## config.mk

```make
export PLATFORM = sky130hd
export DESIGN_NAME = sac_adc_ctrl
export DESIGN_NICKNAME = d
export VERILOG_FILES = /design/src/rtl/sac_pkg.sv /design/src/rtl/sac_clk_div.sv /design/src/rtl/sac_adc_ctrl.sv
export SDC_FILE = /design/constraint.sdc
export NUM_CORES = 1
export LEC_CHECK = 0
export BUFFER_PORTS_ARGS = -buffer_cell sky130_fd_sc_hd__buf_2
export CAP_MARGIN = 5
export CORE_ASPECT_RATIO = 0.5
export CORE_MARGIN = 2
export CORE_UTILIZATION = 51
export CTS_CLUSTER_DIAMETER = 150
export DETAILED_ROUTE_END_ITERATION = 8
export PLACE_DENSITY = 0.89
export SETUP_SLACK_MARGIN = 0.2
export SYNTH_ARGS = -nofsm -noshare
export SYNTH_HDL_FRONTEND = slang
export SYNTH_SLANG_ARGS = --single-unit
```

## constraint.sdc

```tcl
create_clock -name mclk -period 2 [get_ports mclk]
set_clock_uncertainty 0.15 [all_clocks]
set_input_delay 0.2 -clock mclk [delete_from_list [all_inputs] [get_ports mclk]]
set_output_delay 0.2 -clock mclk [all_outputs]
set_load 0.05 [all_outputs]
```

## src/rtl/sac_pkg.sv

```systemverilog
// shared constants for the converter control block
package sac_pkg;
  // ---------------------------------------------------------------
  // register indices, byte address is four times the index
  // ---------------------------------------------------------------
  localparam logic [7:0] IDX_OPTION = 8'h94;
  localparam logic [7:0] IDX_FLAGS = 8'h95;
  localparam logic [7:0] IDX_RES_LOW = 8'haa;
  localparam logic [7:0] IDX_RES_HIGH = 8'hab;
  localparam logic [7:0] IDX_CHAN = 8'hb6;
  localparam logic [7:0] IDX_AUXILIARY_CONTROL_THREE = 8'hef;
  localparam logic [7:0] IDX_AUXILIARY_CONTROL_ONE = 8'hf8;
  localparam logic [7:0] IDX_IRQ_STAT = 8'hc0;
  localparam logic [7:0] IDX_IRQ_MASK = 8'hc1;
  localparam int ADDR_W = 10;
  // ---------------------------------------------------------------
  // field positions
  // ---------------------------------------------------------------
  localparam int DIV_LSB = 2;
  localparam int DONE_BIT = 4;
  localparam int START_BIT = 4;
  localparam int VREF_BIT = 0;
  localparam int RES_LOW_LSB = 4;
  // ---------------------------------------------------------------
  // reset values
  // ---------------------------------------------------------------
  localparam logic [1:0] DIV_RST = 2'h0;
  localparam logic [3:0] CHAN_RST = 4'hf;
  localparam logic VREF_RST = 1'b0;
  // ---------------------------------------------------------------
  // channel codes and timing
  // ---------------------------------------------------------------
  localparam logic [3:0] CHAN_BANDGAP = 4'hb;
  localparam logic [3:0] CHAN_QUARTER = 4'hf;
  localparam logic [5:0] CONV_CLKS = 6'h32;
  localparam logic [4:0] DIV_MAX = 5'h1f;
  // ---------------------------------------------------------------
  // bus answers
  // ---------------------------------------------------------------
  localparam logic [1:0] RESP_OKAY = 2'h0;
  localparam logic [1:0] RESP_SLVERR = 2'h2;
endpackage : sac_pkg

```

## src/rtl/sac_clk_div.sv

```systemverilog
// converter clock divider, one tick per converter clock period
`timescale 1ns/10ps
`default_nettype none
module sac_clk_div (
  // clock and reset
  input wire logic mclk,
  input wire logic rst_b,
  // control
  input wire logic run,
  input wire logic [1:0] divSel,
  // converter clock tick
  output logic tick
);
  typedef struct packed {
    logic [4:0] cnt;
    logic tick;
  } sac_div_t;

  sac_div_t st;
  sac_div_t next_st;
  logic [4:0] last;

  // ---------------------------------------------------------------
  // divide by 32, 16, 8 or 4
  // ---------------------------------------------------------------
  always_comb
  begin
    last = sac_pkg::DIV_MAX >> divSel;
    next_st = st;
    next_st.tick = 1'b0;
    if (!run)
    begin
      next_st.cnt = 5'h0;
    end
    else if (st.cnt >= last)
    begin
      next_st.cnt = 5'h0;
      next_st.tick = 1'b1;
    end
    else
    begin
      next_st.cnt = st.cnt + 5'h1;
    end
  end

  always_ff @(posedge mclk or negedge rst_b)
  begin
    if (!rst_b)
    begin
      st <= '0;
    end
    else
    begin
      st <= next_st;
    end
  end

  assign tick = st.tick;
endmodule : sac_clk_div
`default_nettype wire

```

## src/rtl/sac_adc_ctrl.sv

```systemverilog
// converter control block with its register slave
// Operation
// - writing one to start bit begins conversion; hardware clears it at end
// - end of conversion sets done flag and requests interrupt if enabled
// - done flag cleared by writing zero, or by setting start bit
// - conversion lasts 50 converter clocks before completion is signalled
// - result bits 11-4 to high byte, bits 3-0 to shared byte top
// - divider code 00,01,10,11 divides core clock by 32,16,8,4
// - channel codes 0-10 and 12-14 select the matching pin channels
// - code 1111 selects quarter supply, code 1011 the bandgap reference
// - reference bit zero selects supply, one selects fixed 2.5V
// - software writing zero to start bit clears it
// - flag register writes of zero clear a flag, ones are ignored
`timescale 1ns/10ps
`default_nettype none
module sac_adc_ctrl (
  // clock and reset
  input wire logic mclk,
  input wire logic rst_b,
  // axi4-lite write address
  input wire logic [9:0] s_axi_awaddr,
  input wire logic s_axi_awvalid,
  output logic s_axi_awready,
  // axi4-lite write data
  input wire logic [31:0] s_axi_wdata,
  input wire logic [3:0] s_axi_wstrb,
  input wire logic s_axi_wvalid,
  output logic s_axi_wready,
  // axi4-lite write response
  output logic [1:0] s_axi_bresp,
  output logic s_axi_bvalid,
  input wire logic s_axi_bready,
  // axi4-lite read address
  input wire logic [9:0] s_axi_araddr,
  input wire logic s_axi_arvalid,
  output logic s_axi_arready,
  // axi4-lite read data
  output logic [31:0] s_axi_rdata,
  output logic [1:0] s_axi_rresp,
  output logic s_axi_rvalid,
  input wire logic s_axi_rready,
  // analog converter side
  input wire logic [11:0] sarResult,
  output logic convBusy,
  output logic convClkTick,
  output logic [15:0] inputSelect,
  output logic bandgapEnable,
  output logic referenceSelect,
  // interrupt
  output logic irq
);
  typedef struct packed {
    logic awReady;
    logic wReady;
    logic awHave;
    logic wHave;
    logic [7:0] awIdx;
    logic awBad;
    logic [7:0] wData;
    logic wLane;
    logic bValid;
    logic [1:0] bResp;
    logic arReady;
    logic rValid;
    logic [7:0] rData;
    logic [1:0] rResp;
    logic [1:0] clkDiv;
    logic [3:0] chan;
    logic vref;
    logic startBit;
    logic doneFlag;
    logic busy;
    logic [5:0] tickCnt;
    logic [7:0] resHigh;
    logic [3:0] resLow;
    logic irqStat;
    logic irqMask;
    logic irq;
    logic [15:0] anaSel;
    logic bandgap;
  } sac_state_t;

  sac_state_t st;
  sac_state_t next_st;
  logic tick;
  logic complete;
  logic wrFire;
  logic rdFire;
  logic startFire;
  logic [7:0] arIdx;
  logic arHit;
  logic [7:0] rdVal;

  sac_clk_div u_div (
    .mclk(mclk),
    .rst_b(rst_b),
    .run(st.busy),
    .divSel(st.clkDiv),
    .tick(tick)
  );

  // ---------------------------------------------------------------
  // read decode
  // ---------------------------------------------------------------
  always_comb
  begin
    arIdx = s_axi_araddr[9:2];
    arHit = (s_axi_araddr[1:0] == 2'h0);
    rdVal = 8'h0;
    case (arIdx)
      sac_pkg::IDX_OPTION: rdVal[sac_pkg::DIV_LSB +: 2] = st.clkDiv;
      sac_pkg::IDX_FLAGS: rdVal[sac_pkg::DONE_BIT] = st.doneFlag;
      sac_pkg::IDX_RES_LOW: rdVal[sac_pkg::RES_LOW_LSB +: 4] = st.resLow;
      sac_pkg::IDX_RES_HIGH: rdVal = st.resHigh;
      sac_pkg::IDX_CHAN: rdVal[3:0] = st.chan;
      sac_pkg::IDX_AUXILIARY_CONTROL_THREE: rdVal[sac_pkg::VREF_BIT] = st.vref;
      sac_pkg::IDX_AUXILIARY_CONTROL_ONE: rdVal[sac_pkg::START_BIT] = st.startBit;
      sac_pkg::IDX_IRQ_STAT: rdVal[0] = st.irqStat;
      sac_pkg::IDX_IRQ_MASK: rdVal[0] = st.irqMask;
      default: arHit = 1'b0;
    endcase
  end

  // ---------------------------------------------------------------
  // next state
  // ---------------------------------------------------------------
  always_comb
  begin
    next_st = st;
    complete = st.busy && tick && (st.tickCnt == sac_pkg::CONV_CLKS - 6'h1);
    wrFire = st.awHave && st.wHave && !st.bValid;
    rdFire = st.arReady && s_axi_arvalid;
    startFire = 1'b0;
    // address and data are taken in either order
    if (st.awReady && s_axi_awvalid)
    begin
      next_st.awHave = 1'b1;
      next_st.awIdx = s_axi_awaddr[9:2];
      next_st.awBad = (s_axi_awaddr[1:0] != 2'h0);
    end
    if (st.wReady && s_axi_wvalid)
    begin
      next_st.wHave = 1'b1;
      next_st.wData = s_axi_wdata[7:0];
      next_st.wLane = s_axi_wstrb[0];
    end
    if (st.bValid && s_axi_bready)
    begin
      next_st.bValid = 1'b0;
    end
    // conversion timing
    if (st.busy && tick)
    begin
      next_st.tickCnt = st.tickCnt + 6'h1;
    end
    // register writes
    if (wrFire)
    begin
      next_st.awHave = 1'b0;
      next_st.wHave = 1'b0;
      next_st.bValid = 1'b1;
      next_st.bResp = sac_pkg::RESP_OKAY;
      if (st.awBad)
      begin
        next_st.bResp = sac_pkg::RESP_SLVERR;
      end
      else if (st.wLane)
      begin
        case (st.awIdx)
          sac_pkg::IDX_OPTION:
            next_st.clkDiv = st.wData[sac_pkg::DIV_LSB +: 2];
          sac_pkg::IDX_FLAGS:
          begin
            if (!st.wData[sac_pkg::DONE_BIT])
            begin
              next_st.doneFlag = 1'b0;
            end
          end
          sac_pkg::IDX_CHAN: next_st.chan = st.wData[3:0];
          sac_pkg::IDX_AUXILIARY_CONTROL_THREE: next_st.vref = st.wData[sac_pkg::VREF_BIT];
          sac_pkg::IDX_AUXILIARY_CONTROL_ONE:
          begin
            if (st.wData[sac_pkg::START_BIT])
            begin
              // a start while busy is ignored, no restart mid-way
              if (!st.busy)
              begin
                startFire = 1'b1;
                next_st.startBit = 1'b1;
                next_st.busy = 1'b1;
                next_st.tickCnt = 6'h0;
                next_st.doneFlag = 1'b0;
              end
            end
            else
            begin
              // clearing the bit abandons a conversion under way
              next_st.startBit = 1'b0;
              next_st.busy = 1'b0;
            end
          end
          sac_pkg::IDX_IRQ_MASK: next_st.irqMask = st.wData[0];
          sac_pkg::IDX_IRQ_STAT: next_st.irqStat = st.irqStat;
          sac_pkg::IDX_RES_LOW: next_st.resLow = st.resLow;
          sac_pkg::IDX_RES_HIGH: next_st.resHigh = st.resHigh;
          default: next_st.bResp = sac_pkg::RESP_SLVERR;
        endcase
      end
    end
    // reads, status cleared by reading it
    if (rdFire)
    begin
      next_st.rValid = 1'b1;
      next_st.rData = arHit ? rdVal : 8'h0;
      next_st.rResp = arHit ? sac_pkg::RESP_OKAY : sac_pkg::RESP_SLVERR;
      if (arHit && arIdx == sac_pkg::IDX_IRQ_STAT)
      begin
        next_st.irqStat = 1'b0;
      end
    end
    else if (st.rValid && s_axi_rready)
    begin
      next_st.rValid = 1'b0;
    end
    // completion wins over any clear in the same cycle
    if (complete)
    begin
      next_st.busy = 1'b0;
      next_st.startBit = 1'b0;
      next_st.doneFlag = 1'b1;
      next_st.irqStat = 1'b1;
      next_st.resHigh = sarResult[11:4];
      next_st.resLow = sarResult[3:0];
    end
    next_st.awReady = !next_st.awHave;
    next_st.wReady = !next_st.wHave;
    next_st.arReady = !next_st.rValid;
    next_st.irq = next_st.irqStat && next_st.irqMask;
    next_st.anaSel = 16'h1 << next_st.chan;
    next_st.bandgap = (next_st.chan == sac_pkg::CHAN_BANDGAP);
  end

  always_ff @(posedge mclk or negedge rst_b)
  begin
    if (!rst_b)
    begin
      st <= '0;
      st.awReady <= 1'b1;
      st.wReady <= 1'b1;
      st.arReady <= 1'b1;
      st.clkDiv <= sac_pkg::DIV_RST;
      st.chan <= sac_pkg::CHAN_RST;
      st.vref <= sac_pkg::VREF_RST;
      st.anaSel <= 16'h8000;
    end
    else
    begin
      st <= next_st;
    end
  end

  // ---------------------------------------------------------------
  // outputs
  // ---------------------------------------------------------------
  assign s_axi_awready = st.awReady;
  assign s_axi_wready = st.wReady;
  assign s_axi_bvalid = st.bValid;
  assign s_axi_bresp = st.bResp;
  assign s_axi_arready = st.arReady;
  assign s_axi_rvalid = st.rValid;
  assign s_axi_rresp = st.rResp;
  assign s_axi_rdata = {24'h0, st.rData};
  assign convBusy = st.busy;
  assign convClkTick = tick;
  assign inputSelect = st.anaSel;
  assign bandgapEnable = st.bandgap;
  assign referenceSelect = st.vref;
  assign irq = st.irq;
endmodule : sac_adc_ctrl
`default_nettype wire

```

==> results of run 1 <==
==> per-stage QoR <==
step	total power [mW]	setup slack, ns	utilization	cells
4_1_cts	5.395	0.08829	0.6918	648
6_report	5.713	-0.01434	0.7245	659
2_1_floorplan	3.044	0.07093	-	443
5_1_grt	5.928	-0.05700	0.7245	659
3_5_place_dp	3.382	-0.003569	0.5740	584
3_3_place_gp	3.328	0.04785	0.5740	584
==> registers in the layout (all words and copies together) (netlist names) <==
register / flops
s_axi_bvalid: 1
s_axi_rdata: 8
inputSelect: 16
u_div.tick: 1
irq: 1
s_axi_arready: 1
st: 45
s_axi_wready: 1
u_div.st: 5
convBusy: 1
s_axi_awready: 1
s_axi_bresp: 1
referenceSelect: 1
s_axi_rvalid: 1
s_axi_rresp: 1
bandgapEnable: 1
==> layout make-up <==
| type | instances | area [µm²] |
|---|---|---|
| inverters | 16 | 60.06 |
| well taps | 112 | 140.1 |
| diodes | 1 | 2.502 |
| flip-flops and latches | 86 | 2172 |
| multi-input cells | 278 | 2079 |
| clock inverters | 5 | 57.56 |
| clock buffers | 11 | 242.7 |
| repair buffers | 150 | 1125 |
| fillers | 519 | 2236 |
==> routing by layer <==
metal | track usage | up-vias
li1 | - | 1610
met1 | 0.2958 | 1795
met2 | 0.4291 | 267
met3 | 0.06549 | 73
met4 | 0.1123 | 0
met5 | 0 | -
==> worst paths after layout <==
kind                                  from         endpoint  cells after the start
max                                 st[78]           st[39]                      6
min                        s_axi_araddr[0]   s_axi_rdata[2]                      4
max reg2reg                         st[78]           st[39]                      6
min reg2reg                 s_axi_rdata[6]   s_axi_rdata[6]                      2
max in group asynchronous            rst_b  inputSelect[15]                      3
min in group asynchronous            rst_b           st[78]                      2
==> repair_timing <==
action | 4_1_cts | 5_1_grt
hold endpoints to repair | 109 | 0
pin swaps | 26 | 24
hold buffers | 31 | 0
setup buffers | 14 | 10
resized for setup | 34 | 45
gates cloned | 3 | 0
setup endpoints to repair | 34 | 43
==> power by group <==
| part | switching (mW) | leakage (nW) | internal (mW) | total (mW) |
|---|---|---|---|---|
| clock network | 0.686 | 0.150 | 1.00 | 1.69 |
| logic | 0.960 | 1.56 | 0.726 | 1.69 |
| registers | 0.343 | 1.04 | 1.99 | 2.34 |
| total | 1.99 | 2.76 | 3.72 | 5.71 |
==> layout by cell type, fill, tap and decap left out, drive strengths merged, types with 3 or more instances in the layout <==
cell type,count
a222oi,3
clkbuf,11
nor3b,5
a22oi,5
nor2,37
nor3,6
inv,17
mux2,16
nand4,5
nand3,5
nand2,60
nand4b,4
buf,119
nor2b,3
and4b,3
nand2b,6
o21a,4
a31oi,8
a21oi,3
dlygate4sd3,31
o21ai,24
dfstp,8
or3,3
dfrtp,78
conb,26
and2,6
xor2,5
ha,6
clkinv,3
nand3b,3
==> worst register-to-register path, stage by stage, from the launching register on <==
cell and delay, ns:
dfrtp_1 0.38, buf_4 0.14, nand4b_1 0.17, or4_4 0.61, nor2_4 0.12, and2_4 0.24, o21ai_2 0.08
==> cells by family after synthesis <==
group                      Yosys count  synth area share
AOI/OAI and AO/OA                   59            0.1064
other                                1         0.0008667
and+or+nand+nor                    163            0.2001
xor gates and xnor gates             7           0.01417
buffers and inverters               79            0.1174
adders and majority gates            6           0.01735
DFF                                 86            0.4997
muxes                               17           0.04396
==> out/results.ini, run 1 <==
[drt]
wl_met3_um=1039
top_layer=met4
viasPerCell=5.683
drt-total-wl_um=12810
detail_route.wl_per_cell_um=19.44
dr_wl_met2_um=6394
drt-initial-drc-count=414
num_vias=3745
ant_nets=0
wl_met1_um=4687
drt_pass1_iterations=6
remaining_drc_errors=0

[layout]
nets=622
drive_above_1_share=0.4103
area_growth_pct=35.89
fin_area_um2=5879

[synthesis]
synthTopCellsByCount=dfrtp_1 (78), nand2_1 (60), buf_4 (55), nor2_1 (36), o21ai_0 (21)
synth_cell_types=60
yosysTopAreaCell=dfrtp_1
yosysSeqAreaShare=0.4997
synth-seq-cells=86
netlist_top_cells_area=dfrtp_1 (45%), buf_4 (9.5%), nand2_1 (5.2%), dfstp_2 (4.9%), mux2_2 (4.2%)
synth-warning-count=0
syn_inst=418
synthFlopType=dfrtp_1
synthArstFlopShare=1.000
syn_avg_cell_area_um2=10.35
syn_area_um2=4327
synth.most_common_cell=dfrtp_1
synth_top_area_share=0.4511
synth_edf_count=0

[timing]
timing.final.ws_setup_ns=-0.01434
setup_viol=2
rsz0062_at_grt=true
relSlewSlack=0.6730
max_slew.worst_pin.slew_ns=0.4837
fmax_mhz=496.4
whs_ns=0.08442
finalMaxSlewViolations=0
hold_viol=0
finalCritPeriodShare=1.007
tns_ns=-0.01710
layout_min_cycle_time_ns=2.014

[min_path]
hold_path_class=input pin to flop

[critical_path]
slowest_delay_ns=0.61
crit_family=simple AND/OR/NAND/NOR gates
crit_arrival_ns=2.08
rrSetupSlack_ns=-0.01
crit_type=flop to flop
worst_setup_path_start_kind=flop
crit_required_ns=2.07
end_kind=flop
crit_slowest_cell=or4_4
path_cells=buf_4 > nand4b_1 > or4_4 > nor2_4 > and2_4 > o21ai_2
crit_fanout=7
cp_num_buf_inv=1

[cts]
clk_pin_slew_ns=0.06
cts_buffer_depth=2
clk_latency_ns=0.34
cts_tree=built
cts_made_buffers=9
cts_sinks=86
cts.htree.levels=3
cts-root-buf=clkbuf_16

[pwr]
power_density_nw_per_um2=971.8
leakagePower_nw=2.757
irDropWorstVdd_mv=0.7179

[die]
start_util=0.5331
die_h_um=69.13
std_cell_rows=23
die_area_um2=9281
pin_count=137
coreArea_um2=8115
die_width_um=134.3

[place]
hpwl_um=6276
placed_area_um2=4658
place_congestion=0.8217
numPortBuffers=80

[grt]
grt_max_degree=46
grt_antenna_before_repair=1
grt_pass1_wl_um=17920
grt_pass1_vias=3567
grt_overflow=0
track_usage=0.2498

[run_status]
violations=negative setup slack
status=finished, violations left

[job]
drv_cap=0

No activity file was read; power rests on OpenSTA's default activity.
==> run 2, diff against run 1 <==
--- a/config.mk
+++ b/config.mk
@@ -7,12 +7,14 @@
 export LEC_CHECK = 0
 export BUFFER_PORTS_ARGS = -buffer_cell sky130_fd_sc_hd__buf_2
 export CAP_MARGIN = 5
+export CELL_PAD_IN_SITES_DETAIL_PLACEMENT = 0
+export CELL_PAD_IN_SITES_GLOBAL_PLACEMENT = 1
 export CORE_ASPECT_RATIO = 0.5
 export CORE_MARGIN = 2
-export CORE_UTILIZATION = 51
+export CORE_UTILIZATION = 39
 export CTS_CLUSTER_DIAMETER = 150
 export DETAILED_ROUTE_END_ITERATION = 8
-export PLACE_DENSITY = 0.89
+export PLACE_DENSITY = 0.9
 export SETUP_SLACK_MARGIN = 0.2
 export SYNTH_ARGS = -nofsm -noshare
 export SYNTH_HDL_FRONTEND = slang
==> run 2 against run 1 <==
The flow now finishes without violations. Sequential power down 2%. Worst hold slack better by 0.0047 ns. Sequential share of layout area up 0.065 points. Global-route usage down 9.0 points. Via count down 11%. Clock power up 11%. Maximum frequency up 2.8%. Sequential cell count unchanged. Final cell count up 4.6%. Wire length down 25%. Clock-buffer cell count down 1. Critical endpoint is now st[33]. Largest power group unchanged.
==> out/results.ini, run 2 (synthesis gave the netlist of run 1 again) <==
[critical_path]
crit_required_ns=2.06  ; about the same
path_cells=buf_6 > nand4b_1 > or4_4 > nor2_4 > and2_4 > buf_6 > a211oi_2
slowest_delay_ns=0.60  ; about the same
crit_family=simple AND/OR/NAND/NOR gates
crit_slowest_cell=or4_4
crit_arrival_ns=2.02  ; -0.06 ns
end_kind=flop
crit_fanout=6  ; -1
cp_common_cell=buf_6
crit_type=flop to flop
cp_num_buf_inv=2  ; +1
worst_setup_path_start_kind=flop

[timing]
finalCritPeriodShare=0.9793  ; -0.02787
finalMaxSlewViolations=0  ; unchanged
hold_viol=0  ; unchanged
fmax_mhz=510.6  ; +2.8%
layout_min_cycle_time_ns=1.959  ; -0.05575 ns
setup_viol=0  ; -2
timing.final.ws_setup_ns=0.04141  ; +0.05575 ns
whs_ns=0.08910  ; +0.004681 ns
rsz0062_at_grt=true

[layout]
area_growth_pct=35.57
final_cells=689  ; +4.6%
largest_reg_flops=45  ; unchanged
nets=620  ; -0.32%
final_common_cell=buf_2
diodes=0  ; -1
final_cell_mix=buf_2 (79), dfrtp_1 (71), nand2_1 (60), dlygate4sd3_1 (31), nor2_1 (30)
fin_area_um2=5866  ; -0.23%
top_register=st
postLayoutCoreUtil=0.5376  ; -0.1869
drive_above_1_share=0.3860  ; -0.02423

[grt]
grt_max_degree=42  ; -8.7%
grt_antenna_before_repair=0  ; -1
grt_pass1_wl_um=15080  ; -16%
grt_pass1_vias=3152  ; -12%
grt_overflow=0  ; unchanged
track_usage=0.1593  ; -0.09044

[pwr]
irDropWorstVdd_mv=0.4019  ; -44%
clockPowerShare=0.338  ; +0.042
power_density_nw_per_um2=950.2  ; -2.2%
seq_power_share=0.411  ; +0.002
cellInternalPower_mw=3.813  ; +2.4%
p_switching_mw=1.761  ; -11%
combinationalPowerShare=0.251  ; -0.044
leakagePower_nw=2.740  ; -0.59%
switching_share=0.3159  ; -0.03212

[die]
coreArea_um2=10910  ; +34%
pin_count=137  ; unchanged
die_h_um=78.48  ; +14%
std_cell_rows=27  ; +17%
die_width_um=153.0  ; +14%
die_area_um2=12000  ; +29%
start_util=0.3965  ; -0.1366

[place]
placed_area_um2=4692  ; +0.73%
hpwl_um=6388  ; +1.8%
numPortBuffers=80  ; unchanged
placed_cells=616  ; +5.5%
place_congestion=0.8474  ; +3.1%
pre_cts_ws_ns=0.003799  ; +0.007368 ns

[run_status]
status=finished, final reports clean

[drt]
drt-total-wl_um=9609  ; -25%
detail_route.wl_per_cell_um=13.95  ; -28%
drt_pass1_iterations=6  ; unchanged
viasPerCell=4.824  ; -15%
drt-initial-drc-count=153  ; -63%
ant_nets=0  ; unchanged
remaining_drc_errors=0  ; unchanged
num_vias=3324  ; -11%

[min_path]
hold_path_class=input pin to flop

[cts]
cts_made_buffers=9  ; unchanged
cts_sinks=86  ; unchanged
cts.htree.levels=3  ; unchanged
cts_tree=built
clk_latency_ns=0.34  ; about the same
cts-root-buf=clkbuf_16
clk_pin_slew_ns=0.06  ; about the same
cts_buffer_depth=2  ; unchanged

[job]
drv_cap=0  ; unchanged

run 2: cell types whose count changed in the layout (fill, tap and decap cells not counted), moves of 2 or more:
cell,previous run,this run
nor2_1,22,30
nor2_2,10,4
nor2_4,5,3
clkinvlp_4,0,2
bufinv_16,1,3
run 2: routing by layer:
layer,wire [µm],track usage,share of wire
met2,4604,0.2516,0.48
met5,0,0,0
met4,99,0.05093,0.010
met3,456,0.04417,0.047
met1,4448,0.2140,0.46
run 2: stage by stage:
stage / setup TNS, ns / power [mW]
2_1_floorplan: 0 / 3.044
3_3_place_gp: 0 / 3.289
3_5_place_dp: 0 / 3.316
4_1_cts: 0 / 5.416
5_1_grt: -0.1551 / 5.858
6_report: 0 / 5.573
run 2: timing repair:
item / 4_1_cts / 5_1_grt
setup endpoints to repair: 35 / 42
buffers inserted: 14 / 9
hold endpoints to repair: 62 / 0
resized for setup: 12 / 48
hold buffers: 31 / 0
pin swaps: 11 / 18
cloned: 2 / 1
run 2: cell type report:
cell class	instances	area, µm²
sequential	86	2171
multi-input combinational	278	2014
tap	145	181.4
clock inverter	6	111.4
timing repair buffer	148	1095
inverter	16	63.81
fill	915	5046
clock buffer	10	229.0
run 2: final timing paths:
check,start,end,slack [ns],depth (start not counted)
max in group asynchronous,rst_b,inputSelect[15],0.85,3
hold reg to reg,st[23],st[23],0.33,2
min in group asynchronous,rst_b,st[82],0.21,2
setup / recovery,st[78],st[33],0.04,7
hold / removal,s_axi_araddr[0],s_axi_rdata[7],0.09,3
setup reg to reg,st[78],st[33],0.04,7
run 2: worst register-to-register path, delay by kind of cell (launching register included):
family	cells	cell delay, ns
AOI/OAI and AO/OA	1	0.04
buffers and inverters	2	0.24
DFF	1	0.42
and+or+nand+nor	4	1.00
run 2: power by group through the flow:
stage / Clock [mW] / Combinational (mW) / Sequential, mW
floorplan: 0 / 0.695 / 2.35
global placement: 0 / 1.04 / 2.25
detailed placement: 0 / 1.05 / 2.26
CTS: 1.93 / 1.25 / 2.23
global route: 2.03 / 1.49 / 2.34
finish: 1.88 / 1.40 / 2.29
